<file path="src/reload_timer_pkg.sv">
// constants, field positions and carrier types of the reload timer block
// assumes a 50 MHz aclk and an AXI4-Lite master with 32-bit data
package reload_timer_pkg;

  // bus widths and timer count
  localparam int AXI_AW = 16;
  localparam int AXI_DW = 32;
  localparam int NUM_TIMERS = 2;

  // register indices, byte address is four times the index
  localparam logic [13:0] IDX_T0_BASE = 14'h0F00;
  localparam logic [13:0] IDX_T0_PWM_LOW = 14'h0F05;
  localparam logic [13:0] IDX_T0_CTL0 = 14'h0F06;
  localparam logic [13:0] IDX_T1_BASE = 14'h0F08;
  localparam logic [13:0] IDX_T1_PWM_LOW = 14'h0F0D;
  localparam logic [13:0] IDX_T1_CTL0 = 14'h0F0E;
  localparam logic [13:0] IDX_IRQ_STATUS = 14'h0F10;
  localparam logic [13:0] IDX_IRQ_MASK = 14'h0F11;

  // offsets inside one timer block
  localparam logic [2:0] OFS_COUNT_HIGH = 3'h0;
  localparam logic [2:0] OFS_COUNT_LOW = 3'h1;
  localparam logic [2:0] OFS_RELOAD_HIGH = 3'h2;
  localparam logic [2:0] OFS_RELOAD_LOW = 3'h3;
  localparam logic [2:0] OFS_PWM_HIGH = 3'h4;
  localparam logic [2:0] OFS_PWM_LOW = 3'h5;
  localparam logic [2:0] OFS_CTL0 = 3'h6;
  localparam logic [2:0] OFS_CTL1 = 3'h7;

  // field positions of control zero and control one
  localparam int CTL0_MODE_TOP_BIT = 7;
  localparam int CTL0_IES_LSB = 5;
  localparam int CTL0_RSVD_BIT = 4;
  localparam int CTL0_DEAD_LSB = 1;
  localparam int CTL0_CAP_FLAG_BIT = 0;
  localparam int CTL1_ENABLE_BIT = 7;
  localparam int CTL1_POL_BIT = 6;
  localparam int CTL1_PRESC_LSB = 3;
  localparam int CTL1_MODE_LSB = 0;

  // reset values and counter start
  localparam logic [7:0] RST_BYTE = 8'h00;
  localparam logic [15:0] RST_WORD = 16'h0000;
  localparam logic [15:0] COUNT_START = 16'h0001;

  // operating modes
  localparam logic [3:0] MODE_ONE_SHOT = 4'h0;
  localparam logic [3:0] MODE_CONTINUOUS = 4'h1;
  localparam logic [3:0] MODE_COUNTER = 4'h2;
  localparam logic [3:0] MODE_PWM_SINGLE = 4'h3;
  localparam logic [3:0] MODE_CAPTURE = 4'h4;
  localparam logic [3:0] MODE_COMPARE = 4'h5;
  localparam logic [3:0] MODE_GATED = 4'h6;
  localparam logic [3:0] MODE_CAPTURE_COMPARE = 4'h7;
  localparam logic [3:0] MODE_PWM_DUAL = 4'h8;

  // interrupt event choices
  localparam logic [1:0] IES_CAPTURE = 2'h2;
  localparam logic [1:0] IES_RELOAD_MATCH = 2'h3;

  // axi answers
  localparam logic [1:0] RESP_OKAY = 2'h0;
  localparam logic [1:0] RESP_SLVERR = 2'h2;

  typedef struct packed {
    logic enable;
    logic polarity;
    logic [2:0] presc;
    logic [3:0] mode;
    logic [1:0] ies;
    logic [2:0] dead;
    logic [15:0] reload;
    logic [15:0] compare;
  } timer_cfg_type;

  typedef struct packed {
    logic [15:0] count;
    logic cap_valid;
    logic [15:0] cap_value;
    logic irq_event;
    logic irq_from_capture;
    logic oneshot_done;
    logic out;
    logic out_n;
  } timer_stat_type;

  typedef struct packed {
    logic hit;
    logic timer;
    logic status;
    logic mask;
    logic sel;
    logic [2:0] ofs;
  } addr_dec_type;

endpackage : reload_timer_pkg

</file>
<file path="src/reload_timer_pwm_capture.sv">
// two reload timers with pwm and capture behind an axi4-lite slave
// assumes one 50 MHz clock, synchronous reset and asynchronous pins
`timescale 1ns/1ps

// How it works
// - two timers, sixteen-bit counters with reload
// - prescaler divides by one to 128
// - pin counts, gates or captures; slow input
// - compare value formed from two pwm bytes
// - counter match changes the pwm output
// - polarity bit sets the pwm output level
// - capture stores count into pwm bytes
// - mode top bit joins control one field
// - two bits select interrupt raising events
// - flag shows interrupt came from capture
// - programmable deadband on output and complement in dual pwm mode
// - each timer drives pin and interrupt
module reload_timer_pwm_capture (
  // clock and reset
  input wire logic aclk,
  input wire logic aresetn,
  // axi write address and data
  input wire logic awvalid,
  output logic awready,
  input wire logic [reload_timer_pkg::AXI_AW-1:0] awaddr,
  input wire logic [2:0] awprot,
  input wire logic wvalid,
  output logic wready,
  input wire logic [reload_timer_pkg::AXI_DW-1:0] wdata,
  input wire logic [3:0] wstrb,
  // axi write response
  output logic bvalid,
  input wire logic bready,
  output logic [1:0] bresp,
  // axi read
  input wire logic arvalid,
  output logic arready,
  input wire logic [reload_timer_pkg::AXI_AW-1:0] araddr,
  input wire logic [2:0] arprot,
  output logic rvalid,
  input wire logic rready,
  output logic [reload_timer_pkg::AXI_DW-1:0] rdata,
  output logic [1:0] rresp,
  // timer pins
  input wire logic [reload_timer_pkg::NUM_TIMERS-1:0] timer_in,
  output logic [reload_timer_pkg::NUM_TIMERS-1:0] timer_out,
  output logic [reload_timer_pkg::NUM_TIMERS-1:0] timer_out_n,
  // interrupt
  output logic irq
);
  import reload_timer_pkg::*;

  typedef struct packed {
    logic aw_ok;
    logic [AXI_AW-1:0] awaddr;
    logic w_ok;
    logic [AXI_DW-1:0] wdata;
    logic [3:0] wstrb;
    logic bvalid;
    logic [1:0] bresp;
    logic rvalid;
    logic [AXI_DW-1:0] rdata;
    logic [1:0] rresp;
    logic [NUM_TIMERS-1:0][7:0] stage;
    logic [NUM_TIMERS-1:0][15:0] reload;
    logic [NUM_TIMERS-1:0][15:0] compare;
    logic [NUM_TIMERS-1:0][7:0] ctl0;
    logic [NUM_TIMERS-1:0][7:0] ctl1;
    logic [NUM_TIMERS-1:0] status;
    logic [NUM_TIMERS-1:0] mask;
    logic [NUM_TIMERS-1:0] load;
    logic [NUM_TIMERS-1:0][15:0] load_val;
    logic irq;
  } top_state_type;

  top_state_type s, n;
  timer_cfg_type cfg [NUM_TIMERS];
  timer_stat_type stat [NUM_TIMERS];
  addr_dec_type wdec, rdec;
  logic [NUM_TIMERS-1:0] set_bits, clr_bits;
  logic [7:0] wbyte, rbyte;

  // split a byte address into block, timer and offset
  function automatic addr_dec_type decode(input logic [AXI_AW-1:0] a);
    addr_dec_type d;
    logic [13:0] idx;
    d = '0;
    idx = a[15:2];
    if (idx[13:4] == IDX_T0_BASE[13:4]) begin
      d.hit = 1'b1;
      d.timer = 1'b1;
      d.sel = idx[3];
      d.ofs = idx[2:0];
    end else if (idx == IDX_IRQ_STATUS) begin
      d.hit = 1'b1;
      d.status = 1'b1;
    end else if (idx == IDX_IRQ_MASK) begin
      d.hit = 1'b1;
      d.mask = 1'b1;
    end
    return d;
  endfunction : decode

  // settings handed to each timer
  always_comb begin
    for (int i = 0; i < NUM_TIMERS; i++) begin
      cfg[i].enable = s.ctl1[i][CTL1_ENABLE_BIT];
      cfg[i].polarity = s.ctl1[i][CTL1_POL_BIT];
      cfg[i].presc = s.ctl1[i][CTL1_PRESC_LSB +: 3];
      cfg[i].mode = {s.ctl0[i][CTL0_MODE_TOP_BIT],
        s.ctl1[i][CTL1_MODE_LSB +: 3]};
      cfg[i].ies = s.ctl0[i][CTL0_IES_LSB +: 2];
      cfg[i].dead = s.ctl0[i][CTL0_DEAD_LSB +: 3];
      cfg[i].reload = s.reload[i];
      cfg[i].compare = s.compare[i];
    end
  end

  // identical timer instances
  genvar g;
  generate
    for (g = 0; g < NUM_TIMERS; g++) begin : g_timer
      timer_channel u_chan (
        .aclk(aclk),
        .aresetn(aresetn),
        .cfg(cfg[g]),
        .load_strobe(s.load[g]),
        .load_value(s.load_val[g]),
        .pin_in(timer_in[g]),
        .stat(stat[g])
      );
    end
  endgenerate

  // handshake readiness: one write and one read at a time
  assign awready = !s.aw_ok && !s.bvalid;
  assign wready = !s.w_ok && !s.bvalid;
  assign arready = !s.rvalid;

  // read data selection
  always_comb begin
    rdec = decode(araddr);
    rbyte = RST_BYTE;
    if (rdec.status) begin
      rbyte = {6'h00, s.status};
    end else if (rdec.mask) begin
      rbyte = {6'h00, s.mask};
    end else if (rdec.timer) begin
      case (rdec.ofs)
        OFS_COUNT_HIGH: rbyte = stat[rdec.sel].count[15:8];
        OFS_COUNT_LOW: rbyte = stat[rdec.sel].count[7:0];
        OFS_RELOAD_HIGH: rbyte = s.reload[rdec.sel][15:8];
        OFS_RELOAD_LOW: rbyte = s.reload[rdec.sel][7:0];
        OFS_PWM_HIGH: rbyte = s.compare[rdec.sel][15:8];
        OFS_PWM_LOW: rbyte = s.compare[rdec.sel][7:0];
        OFS_CTL0: rbyte = s.ctl0[rdec.sel];
        OFS_CTL1: rbyte = s.ctl1[rdec.sel];
        default: rbyte = RST_BYTE;
      endcase
    end
  end

  // next state: bus slave, register file and interrupt
  always_comb begin
    n = s;
    n.load = '0;
    clr_bits = '0;
    set_bits = '0;
    wdec = decode(s.awaddr);
    wbyte = s.wdata[7:0];
    // accept address and data in either order
    if (awvalid && awready) begin
      n.aw_ok = 1'b1;
      n.awaddr = awaddr;
    end
    if (wvalid && wready) begin
      n.w_ok = 1'b1;
      n.wdata = wdata;
      n.wstrb = wstrb;
    end
    if (s.bvalid && bready) n.bvalid = 1'b0;
    // perform the write once both halves are in
    if (s.aw_ok && s.w_ok) begin
      n.aw_ok = 1'b0;
      n.w_ok = 1'b0;
      n.bvalid = 1'b1;
      n.bresp = wdec.hit ? RESP_OKAY : RESP_SLVERR;
      if (wdec.hit && s.wstrb[0]) begin
        if (wdec.status) begin
          clr_bits = s.wdata[NUM_TIMERS-1:0];
        end else if (wdec.mask) begin
          n.mask = s.wdata[NUM_TIMERS-1:0];
        end else begin
          case (wdec.ofs)
            OFS_COUNT_HIGH: n.stage[wdec.sel] = wbyte;
            OFS_COUNT_LOW: begin
              n.load[wdec.sel] = 1'b1;
              n.load_val[wdec.sel] = {s.stage[wdec.sel], wbyte};
            end
            OFS_RELOAD_HIGH: n.reload[wdec.sel][15:8] = wbyte;
            OFS_RELOAD_LOW: n.reload[wdec.sel][7:0] = wbyte;
            OFS_PWM_HIGH: n.compare[wdec.sel][15:8] = wbyte;
            OFS_PWM_LOW: n.compare[wdec.sel][7:0] = wbyte;
            OFS_CTL0: begin
              n.ctl0[wdec.sel] = wbyte;
              n.ctl0[wdec.sel][CTL0_RSVD_BIT] = 1'b0;
              n.ctl0[wdec.sel][CTL0_CAP_FLAG_BIT] =
                s.ctl0[wdec.sel][CTL0_CAP_FLAG_BIT];
            end
            OFS_CTL1: n.ctl1[wdec.sel] = wbyte;
            default: n.ctl1 = s.ctl1;
          endcase
        end
      end
    end
    // hardware updates win over software in the same cycle
    for (int i = 0; i < NUM_TIMERS; i++) begin
      if (stat[i].oneshot_done) n.ctl1[i][CTL1_ENABLE_BIT] = 1'b0;
      if (stat[i].cap_valid) n.compare[i] = stat[i].cap_value;
      if (stat[i].irq_event) begin
        set_bits[i] = 1'b1;
        n.ctl0[i][CTL0_CAP_FLAG_BIT] = stat[i].irq_from_capture;
      end
    end
    // sticky status, set beats write-one-to-clear
    n.status = (s.status & ~clr_bits) | set_bits;
    n.irq = |(n.status & n.mask);
    // read answer
    if (s.rvalid && rready) n.rvalid = 1'b0;
    if (arvalid && arready) begin
      n.rvalid = 1'b1;
      n.rresp = rdec.hit ? RESP_OKAY : RESP_SLVERR;
      n.rdata = {24'h000000, rbyte};
    end
  end

  // state register
  always_ff @(posedge aclk) begin
    if (!aresetn) s <= '0;
    else s <= n;
  end

  // outputs from state
  assign bvalid = s.bvalid;
  assign bresp = s.bresp;
  assign rvalid = s.rvalid;
  assign rdata = s.rdata;
  assign rresp = s.rresp;
  assign irq = s.irq;
  always_comb begin
    for (int i = 0; i < NUM_TIMERS; i++) begin
      timer_out[i] = stat[i].out;
      timer_out_n[i] = stat[i].out_n;
    end
  end

  a_capture_store: assert property (@(posedge aclk) disable iff (!aresetn)
    stat[0].cap_valid |=> s.compare[0] == $past(stat[0].cap_value))
    else $error("capture value not stored in pwm bytes");
  a_capture_flag: assert property (@(posedge aclk) disable iff (!aresetn)
    stat[1].irq_event |=>
    s.ctl0[1][CTL0_CAP_FLAG_BIT] == $past(stat[1].irq_from_capture))
    else $error("capture flag does not follow last interrupt");
  a_irq_raise: assert property (@(posedge aclk) disable iff (!aresetn)
    (stat[0].irq_event && s.mask[0] && !(s.aw_ok && s.w_ok && wdec.mask))
    |=> irq ##0 s.status[0])
    else $error("unmasked event did not raise interrupt");
  a_status_hold: assert property (@(posedge aclk) disable iff (!aresetn)
    (s.status[1] && !(s.aw_ok && s.w_ok && wdec.status)) |=> s.status[1])
    else $error("status bit lost without clear");
  a_mode_top: assert property (@(posedge aclk) disable iff (!aresetn)
    $rose(s.ctl0[0][CTL0_MODE_TOP_BIT]) |-> cfg[0].mode[3])
    else $error("mode top bit not most significant");
  a_oneshot_stop: assert property (@(posedge aclk) disable iff (!aresetn)
    stat[0].oneshot_done |=> !s.ctl1[0][CTL1_ENABLE_BIT])
    else $error("one-shot timer still enabled");
  a_write_answer: assert property (@(posedge aclk) disable iff (!aresetn)
    (s.aw_ok && s.w_ok) |=> bvalid ##0 (bresp == RESP_OKAY) ==
    $past(wdec.hit))
    else $error("write answer missing or wrong");

endmodule : reload_timer_pwm_capture

</file>
<file path="src/timer_channel.sv">
// one 16-bit reload timer: prescaler, counter, pwm and capture
// assumes settings from the register file, pin input is asynchronous
`timescale 1ns/1ps

module timer_channel (
  // clock and reset
  input wire logic aclk,
  input wire logic aresetn,
  // settings and software count load
  input wire reload_timer_pkg::timer_cfg_type cfg,
  input wire logic load_strobe,
  input wire logic [15:0] load_value,
  // pin and results
  input wire logic pin_in,
  output reload_timer_pkg::timer_stat_type stat
);
  import reload_timer_pkg::*;

  typedef struct packed {
    logic [2:0] sync;
    logic level;
    logic [6:0] presc;
    logic [15:0] count;
    logic raw;
    logic [2:0] dead;
    logic out;
    logic out_n;
    logic cap_valid;
    logic [15:0] cap_value;
    logic irq_event;
    logic irq_from_capture;
    logic oneshot_done;
  } chan_state_type;

  chan_state_type s, n;
  logic act_edge, active_lvl, tick, advance, cap, match, wrap;

  // last prescaler count for a divide by two to the power ps
  function automatic logic [6:0] presc_last(input logic [2:0] ps);
    logic [7:0] span;
    span = 8'h01 << ps;
    return 7'(span - 8'h01);
  endfunction : presc_last

  // next state of the whole channel
  always_comb begin
    n = s;
    act_edge = 1'b0;
    tick = 1'b0;
    n.sync = {s.sync[1:0], pin_in};
    n.cap_valid = 1'b0;
    n.irq_event = 1'b0;
    n.oneshot_done = 1'b0;
    if (s.sync[2] == s.sync[1] && s.sync[2] != s.level) begin
      n.level = s.sync[2];
      act_edge = (s.sync[2] != cfg.polarity);
    end
    active_lvl = (s.level != cfg.polarity);
    if (cfg.enable) begin
      // at or past the limit so a smaller ratio takes effect at once
      tick = (s.presc >= presc_last(cfg.presc));
      n.presc = tick ? 7'h00 : s.presc + 7'h01;
    end else begin
      n.presc = 7'h00;
    end
    case (cfg.mode)
      MODE_COUNTER: advance = act_edge;
      MODE_GATED: advance = tick && active_lvl;
      default: advance = tick;
    endcase
    advance = advance && cfg.enable;
    cap = cfg.enable && act_edge && (cfg.mode == MODE_CAPTURE ||
      cfg.mode == MODE_CAPTURE_COMPARE);
    match = advance && (s.count == cfg.compare);
    wrap = advance && (s.count == cfg.reload);
    // counter with reload
    if (load_strobe) begin
      n.count = load_value;
    end else if (wrap || (cap && cfg.mode == MODE_CAPTURE_COMPARE)) begin
      n.count = COUNT_START;
    end else if (advance) begin
      n.count = s.count + 16'h0001;
    end
    n.oneshot_done = wrap && (cfg.mode == MODE_ONE_SHOT);
    // raw output level
    case (cfg.mode)
      MODE_PWM_SINGLE, MODE_PWM_DUAL: begin
        if (wrap) n.raw = cfg.polarity;
        else if (match) n.raw = ~cfg.polarity;
      end
      MODE_COMPARE: begin
        if (match) n.raw = ~s.raw;
      end
      default: begin
        if (wrap) n.raw = ~s.raw;
      end
    endcase
    // deadband: in dual pwm mode both pins idle while the delay runs
    if (n.raw != s.raw) n.dead = cfg.dead;
    else if (s.dead != 3'h0) n.dead = s.dead - 3'h1;
    if (cfg.mode == MODE_PWM_DUAL && n.dead != 3'h0) begin
      n.out = cfg.polarity;
      n.out_n = cfg.polarity;
    end else begin
      n.out = n.raw;
      n.out_n = ~n.raw;
    end
    if (cap) begin
      n.cap_valid = 1'b1;
      n.cap_value = s.count;
    end
    // interrupt event selection
    case (cfg.ies)
      IES_CAPTURE: n.irq_event = cap;
      IES_RELOAD_MATCH: n.irq_event = wrap || match;
      default: n.irq_event = cap || wrap || match;
    endcase
    n.irq_from_capture = cap;
  end

  // state register
  always_ff @(posedge aclk) begin
    if (!aresetn) s <= '0;
    else s <= n;
  end

  // results from flip-flops
  assign stat = '{count: s.count, cap_valid: s.cap_valid,
    cap_value: s.cap_value, irq_event: s.irq_event,
    irq_from_capture: s.irq_from_capture, oneshot_done: s.oneshot_done,
    out: s.out, out_n: s.out_n};

  a_sync_agree: assert property (@(posedge aclk) disable iff (!aresetn)
    $changed(s.level) |-> $past(s.sync[2]) == $past(s.sync[1]))
    else $error("level changed without two agreeing stages");
  a_presc_bound: assert property (@(posedge aclk) disable iff (!aresetn)
    $stable(cfg.presc) |-> s.presc <= presc_last(cfg.presc))
    else $error("prescaler passed its limit");
  a_count_step: assert property (@(posedge aclk) disable iff (!aresetn)
    (advance && !wrap && !load_strobe && !cap) |=>
    s.count == $past(s.count) + 16'h0001)
    else $error("counter did not step by one");
  a_reload_wrap: assert property (@(posedge aclk) disable iff (!aresetn)
    (wrap && !load_strobe) |=> s.count == COUNT_START && s.irq_event ==
    ($past(cfg.ies) != IES_CAPTURE || $past(cap)))
    else $error("reload did not restart or signal");
  a_pwm_match: assert property (@(posedge aclk) disable iff (!aresetn)
    (match && !wrap && cfg.mode == MODE_PWM_SINGLE) |=>
    s.raw == ~$past(cfg.polarity))
    else $error("pwm level wrong after match");
  a_irq_select: assert property (@(posedge aclk) disable iff (!aresetn)
    (cfg.ies == IES_CAPTURE && !cap) |=> !s.irq_event)
    else $error("non-capture event raised in capture-only");
  a_deadband_idle: assert property (@(posedge aclk) disable iff (!aresetn)
    ($stable(cfg) && cfg.mode == MODE_PWM_DUAL && s.dead != 3'h0) |->
    s.out == cfg.polarity && s.out_n == cfg.polarity)
    else $error("output driven inside deadband");

endmodule : timer_channel

</file>
<file path="config.mk">
export PLATFORM = sky130hd
export DESIGN_NAME = reload_timer_pwm_capture
export DESIGN_NICKNAME = d
export VERILOG_FILES = /design/src/reload_timer_pkg.sv /design/src/reload_timer_pwm_capture.sv /design/src/timer_channel.sv
export SDC_FILE = /design/constraint.sdc
export NUM_CORES = 1
export LEC_CHECK = 0
export BUFFER_PORTS_ARGS = -buffer_cell sky130_fd_sc_hd__buf_2
export CAP_MARGIN = 20
export CORE_UTILIZATION = 35
export CTS_BUF_LIST = sky130_fd_sc_hd__clkbuf_4 sky130_fd_sc_hd__clkbuf_8
export CTS_CLUSTER_SIZE = 14
export DETAILED_ROUTE_END_ITERATION = 12
export HOLD_SLACK_MARGIN = 0.02
export SYNTH_ARGS = -nofsm -noshare
export SYNTH_HDL_FRONTEND = slang
export SYNTH_SLANG_ARGS = --single-unit
</file>
<file path="constraint.sdc">
create_clock -name aclk -period 7.91 [get_ports aclk]
set_input_delay 1.582 -clock aclk [delete_from_list [all_inputs] [get_ports aclk]]
set_output_delay 1.582 -clock aclk [all_outputs]
set_load 0.005 [all_outputs]
</file>
[Word-level counts from Yosys, hierarchy flattened]
Cells that the tools add are included.
Word-level totals
  flip-flop bits (word level): 298
  bits in latches: 0
  RAM bits: 0
  ROM bits: 0
  input port bits: 83
  output and inout port bits: 46
  logic and storage cells: 358
  memories kept: 0
Operators by class
  $add $sub $neg: 8
  multiply operators: 0
  divide/modulo/power cells: 0
  order comparisons: 6
  equality and inequality tests: 60
  shift operators: 2
  muxes and demuxes: 118
  bitwise operators: 21
  reduce and logical (&&, ||, !) cells: 87
Operators with widths (number)
  16-bit 2-to-1 mux: 16
  64-bit 2-to-1 mux: 4
  32-bit bitwise mux: 5
  32-bit one-hot mux with 2 select lines: 2
  38-bit 2-to-1 mux: 3
  36-bit 2-to-1 mux: 3
  8-bit 2-to-1 mux: 11
  34-bit 2-to-1 mux: 2
  16-bit bitwise mux: 4
  16-bit == test: 4
  8-bit one-hot mux with 8 select lines: 1
  14-bit by 12-bit == test with 1-bit output (second input constant): 4
  16-bit demux with 1-bit select: 3
  5-bit AND reduction: 9
  35-bit 2-to-1 mux: 1
  17-bit 2-to-1 mux: 2
  1-bit 2-to-1 mux: 33
  16-bit by 1-bit adder with 16-bit output (second input constant): 2
  4-bit by 3-bit == test with 1-bit output (second input constant): 8
  1-bit logical AND: 30
  2-bit nonzero test: 13
  8-bit demux with 1-bit select: 3
  3-bit == test (second input constant): 8
  3-bit nonzero test: 8
  37 further kinds: 123

[Depth between registers and ports, before layout]
Gate-level depths: netlist (run 1).
  word-level depth: 16
  mapped depth: 13
  mapped depth without buffers: 11

[By module]
From an unflattened synthesis (run 1), not the netlist that was laid out.
Second synthesis, totals
  cell total of the unflattened synthesis: 1866
  area, all modules: 15692.6 µm²
Modules (own cells, without submodules)
  reload_timer_pwm_capture: instances 1, cells each 986, area an instance 8531.9 µm², seq. area each 3763.6 µm²
  timer_channel at g_timer[0].u_chan: instances 1, cells each 435, area an instance 3599.7 µm², seq. area each 1041.0 µm²
  timer_channel at g_timer[1].u_chan: instances 1, cells each 445, area an instance 3560.9 µm², seq. area each 1041.0 µm²

[Worst setup path after synthesis (run 1)]
OpenSTA, ideal clock, no wires.
  path type: in2reg
  start point: in araddr[15] (netlist bit)
  end point: reg s, in the netlist rdata[6]
  arrival time: 3.651 ns
  required time: 7.782 ns
  setup slack: 4.132 ns
  cell stages on the path: 10
  cells stage by stage: or2_2 > nor4_2 > nand2_1 > buf_2 > nand2_1 > o21ai_0 > a2111oi_0 > o21ai_1 > a22oi_1 > nor2_1
Between the ends
  cells in the longest elaborated chain, start to end: 10
  elaborated cells between the ends (all ways): 33
Ends and longest elaborated chain
  from (decl): line reload_timer_pwm_capture.sv:38  | input wire logic [reload_timer_pkg::AXI_AW-1:0] araddr,
  10-bit by 8-bit == test with 1-bit output: line reload_timer_pwm_capture.sv:89  | if (idx[13:4] == IDX_T0_BASE[13:4]) begin
  4-bit 2-to-1 mux: line reload_timer_pwm_capture.sv:89
  1-bit inverter with 2-bit output (not written as such): line reload_timer_pwm_capture.sv:150, reload_timer_pwm_capture.sv:151
  38-bit 2-to-1 mux (not written as such) (3 in a row): line reload_timer_pwm_capture.sv:151  | OFS_COUNT_LOW: rbyte = stat[rdec.sel].count[7:0];
  8-bit one-hot mux with 8 select lines: line reload_timer_pwm_capture.sv:149  | case (rdec.ofs)
  8-bit 2-to-1 mux: line reload_timer_pwm_capture.sv:148  | end else if (rdec.timer) begin
  8-bit 2-to-1 mux: line reload_timer_pwm_capture.sv:146  | end else if (rdec.mask) begin
  8-bit 2-to-1 mux (*): line reload_timer_pwm_capture.sv:144  | if (rdec.status) begin
  to (signal assigned): line reload_timer_pwm_capture.sv:240  | else s <= n;
  to (decl): line reload_timer_pwm_capture.sv:76  | top_state_type s, n;
Every way passes the cells marked *; elsewhere a longest branch is shown, timed or not. The select of a mux whose other input is x is not followed.
A chain may end at the register's enable or synchronous reset.

[Final worst setup path (run 1)]
  start point: in araddr[15] (netlist bit)
  end point: reg s, in the netlist rdata[3]
Same word-level chain as after synthesis.

==> reports/qor.yml, run 1 <==
routing:
  drt_wl_total_um: 45850
  vias_per_cell: 5.473
  post-route-drc-count: 0
  wire_per_inst_um: 18.94
  firstDrtPassIters: 8
  antenna_left: 0
  num_vias: 13250
  initialDrtViolationCount: 1304
setup_path:
  crit_type: "input pin to flop"
  path_buf_inv: 3
  crit_top_cell: "buf_4"
  setup.worst_path.start: "araddr[15]"
  endpoint_kind: "flop"
  cp-start-kind: "input pin"
  cp_slowest_stage_delay_ns: 0.55
  slowest_stage: "a2111oi_0"
  crit_chain: "buf_2 > or2_2 > nor4_2 > buf_4 > nand2_2 > buf_4 > mux2i_1 > o22ai_1 > a2111oi_0 > o21ai_1 > a22oi_1 > nor2_1"
  cp.required_ns: 8.34
  ff2ff_path_depth: 11
  timing.rr.start: "cfg[88]"
  cp_max_fo: 26
  cp.depth: 12
  crit_family: "compound AO/OA/AOI/OAI gates"
  worstPathArrival_ns: 4.73
cells_and_area:
  nFillCells: 4188
  diodes: 0
  fin_nets: 1958
  drive_gt1_frac: 0.1064
  area_delta_synth_final_pct: 10.21
  instances_no_fill: 2421
clock_tree:
  ctsResizeCount: 0
  cts_tree: "yes"
  cts_num_sinks: 292
  clk_latency_ns: 0.59
  cts_buffers: 49
  clk_path_buf_depth: 3
  h-tree-depth: 2
  path_clk_slew_ns: 0.06
  postCtsSetupRepairBufs: 0
  hold_buffers: 0
  root_buffer: "clkbuf_8"
sta:
  setup_ws_ns: 3.608
  drv_slew: 0
  timing.setup.tns_ns: 0
  maxSlewHeadroom: 0.1845
  setup_viol: 0
  hold_viol: 0
  finClkSkew_ns: 0.01762
  period_minus_slack_ns: 4.302
  tightest_slew_ns: 1.221
  rsz0062_at_grt: "no"
  fmax_ghz: 0.2325
  timing.final.crit_share: 0.5438
grt:
  grt_pass1_wl_um: 71100
  grt_pass1_vias: 12440
  grt_usage: 0.2085
  grt_antenna_before_repair: 2
  gr-total-overflow: 0
  grt_start_max_net_pins: 93
worst_hold_path:
  min_path_type: "flop to flop"
  holdCritStartpoint: "g_timer[0].u_chan.stat[2]"
  min_path_cells: 1
synthesis:
  yosysUniqueCellTypes: 76
  ys_ff_latch: 292
  ys.flop_type: "dfxtp_1"
  synth.top_cell.area_share: 0.3960
  synthTopCellsByArea: "dfxtp_1, nand2_1, a21oi_1, mux2i_1, nor2_1"
  synth_area_leader_cell: "dfxtp_1"
  synth.avg_cell_area_um2: 7.932
  synth_edf_count: 0
  yosysWarningCount: 0
  ys_seq_area_frac: 0.3960
  synthCells: 1861
  syn_area_um2: 14760
  ys_async_sr_fraction: 0
placement:
  io_buffers: 65
  pre_cts_slack_ns: 3.138
  gp_congestion: 0.9195
  hpwl_um: 30840
  placedCellCount: 2330
power_and_ir_drop:
  peakVddDrop_mv: 0.09802
  leakagePower_uw: 0.006468
  finalPower_uw: 3146
  powerDensity_nw_per_um2: 193.4
status:
  outcome: "finished, final reports clean"
die:
  rows: 74
  core-area_um2: 41200
  dieWidth_um: 207.4
  die-area_um2: 43000
  boundaryPins: 129
  dieHeight_um: 207.4
  start_util: 0.3583
run:
  cap_violations: 0
## synth_stat cells (18+ instances only)
cell type  count
xnor2_1       38
and2_1        23
xor2_1        44
clkbuf_1     119
inv_1         25
buf_4         41
nand2_1      343
o21ai_0       45
nand3_1       49
nand4_1       21
mux2i_1      102
a21oi_1      218
and3_1        24
dfxtp_1      292
a211oi_1      18
ha_1          24
nor3_1        37
nor2_1       154
a22oi_1       37
## power by group
| part | total (µW) | internal [µW] | switching (µW) | leakage [µW] |
|---|---|---|---|---|
| clock network | 1450 | 829 | 618 | 0.000568 |
| logic | 189 | 63.5 | 125 | 0.00354 |
| registers | 1510 | 1490 | 18.8 | 0.00236 |
| total | 3150 | 2380 | 762 | 0.00647 |
## area by class of cell
class | count | area (µm²) | share of cell area
clock buffers | 82 | 1003 | 0.06168
clock inverters | 7 | 65.06 | 0.003999
inverters | 28 | 110.1 | 0.006768
multi-input cells | 1387 | 8046 | 0.4946
flip-flops and latches | 292 | 5846 | 0.3593
well taps | 532 | 665.6 | 0.04091
repair buffers | 93 | 533.0 | 0.03276
## per-stage QoR
step	cell area, µm²	util	hold slack (ns)
after floorplan	14860	-	0.3732
after global placement	15190	0.3686	0.3758
after detailed placement	15190	0.3686	0.3777
after CTS	16260	0.3946	0.3780
after global routing	16270	0.3949	0.4167
final	16270	0.3949	0.3821
## worst paths after layout
check                           slack, ns                          to
worst min-delay path                 0.38                     cfg[91]
worst min register to register       0.38                     cfg[91]
worst max register to register       3.63  g_timer[0].u_chan.stat[30]
worst max-delay path                 3.61                    rdata[3]
## per-layer routing
layer | routed length [µm] | track usage | vias to the layer above
met5 | 0 | 0 | -
li1 | - | - | 6394
met2 | 20120 | 0.3242 | 526
met4 | 1195 | 0.06511 | 0
met1 | 20910 | 0.2869 | 6229
met3 | 3630 | 0.04478 | 100
## logic make-up after synthesis
logic type                 after synthesis  share of synthesized area
muxes                                  103                    0.06993
adders and majority gates               24                    0.02034
xor gates and xnor gates                84                    0.05086
and+or+nand+nor                        722                     0.2207
other                                    1                  0.0002540
buffers and inverters                  207                    0.06654
DFF                                    292                     0.3960
AOI/OAI and AO/OA                      428                     0.1754
## cells in the final DEF, fill, tap and decap left out, types with 26 or more instances in the layout
| master | synthesis | routed |
|---|---|---|
| xnor2_1 | 38 | 38 |
| a22oi_1 | 37 | 37 |
| buf_2 | 11 | 65 |
| o21ai_0 | 45 | 45 |
| nor3_1 | 37 | 36 |
| xor2_1 | 44 | 44 |
| clkbuf_8 | 0 | 62 |
| buf_4 | 41 | 27 |
| nor2_1 | 154 | 154 |
| nand3_1 | 49 | 49 |
| nand2_1 | 343 | 342 |
| a21oi_1 | 218 | 218 |
| dfxtp_1 | 292 | 292 |
| mux2i_1 | 102 | 102 |
| conb_1 | 1 | 26 |
## sequential cells by signal, summed over array words and instances, names as in the netlist
register and count:
s 83, g_timer.u_chan.s 26, rresp 1, g_timer.u_chan.stat 74
rdata 8, rvalid 1, bvalid 1, cfg 92
g_timer.u_chan.n 4, bresp 1, irq 1
No activity file was read; power rests on OpenSTA's default activity.
==> inputs of run 2 (changes only) <==
ABC_AREA = 1   (was not set)
clock period = 3.82 ns   (was 7.91 ns; I/O delays follow)
==> run 2 against run 1 <==
Sequential share of layout area down 1.6 points. Sequential power increased by 110%. Die area up 3.2%. Total power increased by 100%. Cell area is 4.6% higher. Combinational power rose to 2.7 times the previous value. Global-route usage increased by 2.7 points. Utilization rose by 0.11 points. Worst hold slack worse by 0.056 ns. Largest cell class unchanged.
==> reports/qor.yml, run 2 <==
routing:
  initialDrtViolationCount: 1393  # was 1304
  firstDrtPassIters: 6  # was 8
  routed.top_layer: "met4"  # unchanged
  wl_met3_um: 4215  # was 3630 µm
  drt_wl_total_um: 52400  # was 45850 µm
  wl_met2_um: 23080  # was 20120 µm
  wire_per_inst_um: 18.52  # was 18.94 µm
  num_vias: 14780  # was 13250
  post-route-drc-count: 0  # unchanged
  vias_per_cell: 5.223  # was 5.473
  antenna_left: 0  # unchanged
  drt-met1-wl_um: 23190  # was 20910 µm
clock_tree:
  h-tree-depth: 2  # unchanged
  postCtsSetupRepairBufs: 0  # unchanged
  clk_latency_ns: 0.64  # was 0.59 ns
  clk_path_buf_depth: 3  # unchanged
  root_buffer: "clkbuf_8"  # unchanged
  hold_buffers: 0  # unchanged
  cts_buffers: 50  # was 49
  cts_num_sinks: 292  # unchanged
  path_clk_slew_ns: 0.06  # about the same
  cts_tree: "yes"  # unchanged
  ctsResizeCount: 0  # unchanged
synthesis:
  ys.flop_type: "dfxtp_1"  # unchanged
  synth_edf_count: 0  # unchanged
  synth.avg_cell_area_um2: 7.043  # was 7.932 µm²
  synthTopCellsByArea: "dfxtp_1, nand2_1, nor2_1, o21ai_0, a21oi_1"  # was dfxtp_1, nand2_1, a21oi_1, mux2i_1, nor2_1
  yosysWarningCount: 0  # unchanged
  synthCells: 2164  # was 1861
  syn_area_um2: 15240  # was 14760 µm²
  synth_top_family_by_area: "simple AND/OR/NAND/NOR gates"  # unchanged
  synth_xor_area_frac: 0.02931  # was 0.05086
  synth_fa_ha_area_frac: 0.01970  # was 0.02034
  ys_ff_latch: 292  # unchanged
  synth.area.mux_share: 0  # was 0.06993
  ys_seq_area_frac: 0.3835  # was 0.3960
  synth-simple-area-share: 0.2365  # was 0.2207
  synth-compound-area-share: 0.2153  # was 0.1754
  synth_area_leader_cell: "dfxtp_1"  # unchanged
  synth_commonest_cells: "nand2_1, dfxtp_1, nor2_1"  # was nand2_1, dfxtp_1, a21oi_1
  synth.top_cell.area_share: 0.3835  # was 0.3960
  yosysUniqueCellTypes: 61  # was 76
  synth.most_common_cell: "nand2_1"  # unchanged
  ys_async_sr_fraction: 0  # unchanged
die:
  dieHeight_um: 210.7  # was 207.4 µm
  core-area_um2: 42980  # was 41200 µm²
  start_util: 0.3546  # was 0.3583
  boundaryPins: 129  # unchanged
  dieWidth_um: 210.7  # was 207.4 µm
  rows: 76  # was 74
  die-area_um2: 44380  # was 43000 µm²
placement:
  gp_congestion: 0.9924  # was 0.9195
  io_buffers: 65  # unchanged
  hpwl_um: 38110  # was 30840 µm
  placed_area_um2: 16080  # was 15190 µm²
  pre_cts_slack_ns: 0.5949  # was 3.138 ns
setup_path:
  crit_type: "flop to flop"  # was input pin to flop
  crit_chain: "nor2_1 > nand2_1 > ha_1 > inv_1 > nand2_1 > nand2_1 > nand2_1 > nand2_1 > nand2_1 > nand2_1 > a21oi_4 > nand2_1 > nand3_1 > or2_2 > o21ai_0 > a31oi_1"  # was buf_2 > or2_2 > nor4_2 > buf_4 > nand2_2 > buf_4 > mux2i_1 > o22ai_1 > a2111oi_0 > o21ai_1 > a22oi_1 > nor2_1
  rrSetupSlack_ns: 0.58  # was 3.63 ns
  worstPathArrival_ns: 3.79  # was 4.73 ns
  crit_top_cell: "nand2_1"  # was buf_4
  cp-start-kind: "flop"  # was input pin
  cp_max_fo: 30  # was 26
  path_buf_inv: 1  # was 3
  slowest_stage: "or2_2"  # was a2111oi_0
  crit_family: "simple AND/OR/NAND/NOR gates"  # was compound AO/OA/AOI/OAI gates
  cp.required_ns: 4.37  # was 8.34 ns
  cp_slowest_stage_delay_ns: 0.50  # was 0.55 ns
  endpoint_kind: "flop"  # unchanged
sta:
  hold-worst-slack_ns: 0.3259  # was 0.3821 ns
  rsz0062_at_grt: "no"  # unchanged
  drv_slew: 0  # unchanged
  period_minus_slack_ns: 3.241
  finClkSkew_ns: 0.03556  # was 0.01762 ns
  setup_ws_ns: 0.5791  # was 3.608 ns
  fmax_ghz: 0.3086
  hold_viol: 0  # unchanged
  tightest_slew_ns: 0.9067  # was 1.221 ns
  timing.setup.tns_ns: 0  # unchanged
  timing.final.crit_share: 0.8484
  setup_viol: 0  # unchanged
  maxSlewHeadroom: 0.3955  # was 0.1845
grt:
  gr-total-overflow: 0  # unchanged
  grt_usage: 0.2358  # was 0.2085
  grt_antenna_before_repair: 1  # was 2
  grt_pass1_vias: 13780  # was 12440
  grt_start_max_net_pins: 142  # was 93
  grt_pass1_wl_um: 79920  # was 71100 µm
cells_and_area:
  drive_gt1_frac: 0.1221  # was 0.1064
  fin_area_um2: 17020  # was 16270 µm²
  fin_util: 0.3960  # was 0.3949
  fin_nets: 2327  # was 1958
  layout_commonest_cell: "nand2_1"  # unchanged
  nFillCells: 4558  # was 4188
  final_cell_mix: "nand2_1, dfxtp_1, nor2_1"  # was nand2_1, dfxtp_1, a21oi_1
  largest_reg_flops: 92  # unchanged
  area_delta_synth_final_pct: 11.67  # was 10.21%
power_and_ir_drop:
  powerDensity_nw_per_um2: 377.0  # was 193.4 nW/µm²
  peakVddDrop_mv: 0.2275  # was 0.09802 mV
  leakagePower_uw: 0.006617  # was 0.006468 µW
run:
  cap_violations: 0  # unchanged
worst_hold_path:
  min_path_type: "input pin to flop"  # was flop to flop
status:
  outcome: "finished, final reports clean"  # unchanged
-- run 2: worst paths after layout --
kind                                 to  cells after the start                     from
max          g_timer[1].u_chan.stat[26]                     16                  cfg[43]
min                              bvalid                      2                   bready
min reg2reg     g_timer[0].u_chan.n[52]                      2  g_timer[0].u_chan.n[51]
max reg2reg  g_timer[1].u_chan.stat[26]                     16                  cfg[43]
-- run 2: report_power, final --
part | internal [µW] | switching [µW] | total [µW]
logic | 155 | 360 | 515
clock network | 1490 | 1270 | 2770
registers | 3100 | 36.8 | 3130
total | 4750 | 1670 | 6420
-- run 2: final cells by class --
class                      instances  area [µm²]  share of cell area
antenna                            1       2.502           0.0001470
clock buffer                      72       903.4             0.05308
clock inverter                     4       31.28            0.001838
inverter                         270        1016             0.05969
multi-input combinational       1488        7739              0.4547
sequential                       292        5846              0.3435
tap                              585       732.0             0.04301
timing repair buffer             118       750.7             0.04411
-- run 2: through the flow --
step / instances / power [µW]
6_report: 2830 / 6416
5_1_grt: 2829 / 6687
4_1_cts: 2829 / 6483
3_5_place_dp: 2753 / 3712
3_3_place_gp: 2753 / 3697
2_1_floorplan: 2189 / 3530
-- run 2: kinds of logic (layout without fill, tap and decap cells) --
kind of cell / count (synthesis) / in the layout
AO/OA/AOI/OAI: 558 / 558
XOR/XNOR: 51 / 51
adder cells (fa/ha/maj): 24 / 24
buffers and inverters: 409 / 464
flip-flops: 292 / 292
other: 1 / 27
AND/OR/NAND/NOR: 829 / 829
-- run 2: worst register-to-register path: stages (launching register included) --
cell and delay, ns:
dfxtp_1 0.36, nor2_1 0.15, nand2_1 0.08, ha_1 0.27
inv_1 0.03, nand2_1 0.05, nand2_1 0.05, nand2_1 0.06
nand2_1 0.07, nand2_1 0.07, nand2_1 0.10, a21oi_4 0.34
nand2_1 0.32, nand3_1 0.38, or2_2 0.50, o21ai_0 0.16
a31oi_1 0.18
-- run 2: layer usage --
layer / vias up / track usage
li1: 7236 / -
met1: 6832 / 0.3174
met2: 603 / 0.3698
met3: 109 / 0.04579
met4: 0 / 0.09420
met5: - / 0
==> inputs of run 3 (changes only) <==
clock period = 3.3 ns   (was 3.82 ns; I/O delays follow)
==> run 3 against run 2 <==
Cell area up 2.3%. Utilization grew 0.92 points. Cell count grew 1.4%. Worst hold slack lost 0.11 ns. Critical path type unchanged. Critical endpoint is now g_timer[1].u_chan.stat[31].
==> reports/qor.yml, run 3 (synthesis results as in run 2) <==
status:
  outcome: "finished, final reports clean"  # unchanged
sta:
  fmax_ghz: 0.3372  # was 0.3086 GHz
  tightest_slew_ns: 0.6298  # was 0.9067 ns
  hold_viol: 0  # unchanged
  drv_slew: 0  # unchanged
  setup_viol: 0  # unchanged
  hold-worst-slack_ns: 0.2207  # was 0.3259 ns
  finClkSkew_ns: 0.03164  # was 0.03556 ns
  timing.final.crit_share: 0.8986  # was 0.8484
  rsz0062_at_grt: "no"  # unchanged
  timing.setup.tns_ns: 0  # unchanged
  period_minus_slack_ns: 2.966  # was 3.241 ns
  maxSlewHeadroom: 0.5802  # was 0.3955
routing:
  post-route-drc-count: 0  # unchanged
  num_vias: 14810  # was 14780
  vias_per_cell: 5.162  # was 5.223
  firstDrtPassIters: 6  # unchanged
  wire_per_inst_um: 18.50  # was 18.52 µm
  initialDrtViolationCount: 1235  # was 1393
  antenna_left: 0  # unchanged
  drt_wl_total_um: 53080  # was 52400 µm
die:
  start_util: 0.3546  # unchanged
  core-area_um2: 42980  # unchanged
  dieWidth_um: 210.7  # unchanged
  boundaryPins: 129  # unchanged
  rows: 76  # unchanged
  dieHeight_um: 210.7  # unchanged
  die-area_um2: 44380  # unchanged
setup_path:
  crit_chain: "nand3_1 > ha_1 > nand2_1 > inv_1 > a21oi_1 > nand2_1 > nand2_1 > a21oi_4 > nand2_1 > nand3_1 > or2_2 > o21ai_0 > a31oi_1"  # was nor2_1 > nand2_1 > ha_1 > inv_1 > nand2_1 > nand2_1 > nand2_1 > nand2_1 > nand2_1 > nand2_1 > a21oi_4 > nand2_1 > nand3_1 > or2_2 > o21ai_0 > a31oi_1
  cp.depth: 13  # was 16
  crit_family: "simple AND/OR/NAND/NOR gates"  # unchanged
  endpoint_kind: "flop"  # unchanged
  crit_top_cell: "nand2_1"  # unchanged
  cp.required_ns: 3.78  # was 4.37 ns
  cp_max_fo: 30  # unchanged
  slowest_stage: "or2_2"  # unchanged
  cp_slowest_stage_delay_ns: 0.54  # was 0.50 ns
  path_buf_inv: 1  # unchanged
  cp-start-kind: "flop"  # unchanged
  crit_type: "flop to flop"  # unchanged
  ff2ff_path_depth: 13  # was 16
  worstPathArrival_ns: 3.44  # was 3.79 ns
grt:
  grt_start_max_net_pins: 140  # was 142
  grtUsageMet3: 0.04029  # was 0.04579
  grt_usage: 0.2391  # was 0.2358
  grt_pass1_wl_um: 80760  # was 79920 µm
  grt_antenna_before_repair: 0  # was 1
  met2_usage: 0.3834  # was 0.3698
  gr-total-overflow: 0  # unchanged
  use_met1: 0.3217  # was 0.3174
  grt_pass1_vias: 13810  # was 13780
  top_usage_layer: "met2"  # unchanged
cells_and_area:
  largest_reg_flops: 92  # unchanged
  layout_commonest_cell: "nand2_1"  # unchanged
  final_cell_mix: "nand2_1, dfxtp_1, nor2_1"  # unchanged
  drive_gt1_frac: 0.1389  # was 0.1221
  fin_nets: 2355  # was 2327
  nFillCells: 4556  # was 4558
  area_delta_synth_final_pct: 14.28  # was 11.67%
  fin_area_um2: 17420  # was 17020 µm²
  fin_util: 0.4052  # was 0.3960
placement:
  gp_congestion: 0.9907  # was 0.9924
  placed_area_um2: 16310  # was 16080 µm²
  hpwl_um: 39120  # was 38110 µm
  io_buffers: 65  # unchanged
worst_hold_path:
  min_path_type: "input pin to flop"  # unchanged
  min_path_cells: 3  # was 2
clock_tree:
  path_clk_slew_ns: 0.06  # about the same
  cts_buffers: 52  # was 50
  cts_tree: "yes"  # unchanged
  clk_latency_ns: 0.64  # about the same
  root_buffer: "clkbuf_8"  # unchanged
  cts_num_sinks: 292  # unchanged
  h-tree-depth: 2  # unchanged
  clk_path_buf_depth: 3  # unchanged
  hold_buffers: 0  # unchanged
power_and_ir_drop:
  finalPower_uw: 7813  # was 6416 µW
  powerDensity_nw_per_um2: 448.6  # was 377.0 nW/µm²
  leakagePower_uw: 0.006837  # was 0.006617 µW
  peakVddDrop_mv: 0.3030  # was 0.2275 mV
run:
  cap_violations: 0  # unchanged
run 3: area by class of cell:
| type | count | area [µm²] | share of cell area |
|---|---|---|---|
| Tap cell | 585 | 732.0 | 0.04203 |
| Clock inverter | 3 | 43.79 | 0.002514 |
| Multi-Input combinational cell | 1488 | 7746 | 0.4448 |
| Inverter | 270 | 1016 | 0.05833 |
| Antenna cell | 2 | 5.005 | 0.0002874 |
| Sequential cell | 292 | 5848 | 0.3358 |
| Clock buffer | 85 | 1045 | 0.05999 |
| Timing Repair Buffer | 144 | 980.9 | 0.05632 |
run 3: worst reg2reg max path: stages, from the launching register on:
cell	delay (ns)
dfxtp_1	0.44
nand3_1	0.12
ha_1	0.32
nand2_1	0.09
inv_1	0.04
a21oi_1	0.19
nand2_1	0.09
nand2_1	0.13
a21oi_4	0.07
nand2_1	0.26
nand3_1	0.23
or2_2	0.54
o21ai_0	0.25
a31oi_1	0.05
run 3: per-layer routing:
metal | routed length [µm] | up-vias
li1 | - | 7325
met5 | 0 | -
met2 | 24320 | 494
met3 | 3523 | 97
met1 | 23610 | 6893
met4 | 1630 | 0
run 3: through the flow:
step | cells | setup WS (ns)
after floorplan | 2189 | 0.8286
after global placement | 2778 | 0.3861
after detailed placement | 2779 | 0.3363
after CTS | 2867 | 0.3368
after global routing | 2867 | 0.005469
final | 2869 | 0.3345
run 3: final timing paths:
| check | startpoint | to | slack, ns |
|---|---|---|---|
| worst max-delay path | cfg[43] | g_timer[1].u_chan.stat[31] | 0.33 |
| worst min-delay path | timer_in[0] | g_timer[0].u_chan.n[51] | 0.22 |
| worst max register to register | cfg[43] | g_timer[1].u_chan.stat[31] | 0.33 |
| worst min register to register | g_timer[1].u_chan.n[51] | g_timer[1].u_chan.n[52] | 0.42 |
run 3: timing repair:
item	in CTS	in global routing
endpoints found under the setup margin	0	4
gates resized for setup	0	5
setup buffers	0	0
run 3: power breakdown:
part	internal (µW)	total, µW	switching (µW)
combinational	182	603	421
sequential	3590	3630	43.2
clock	2050	3580	1530
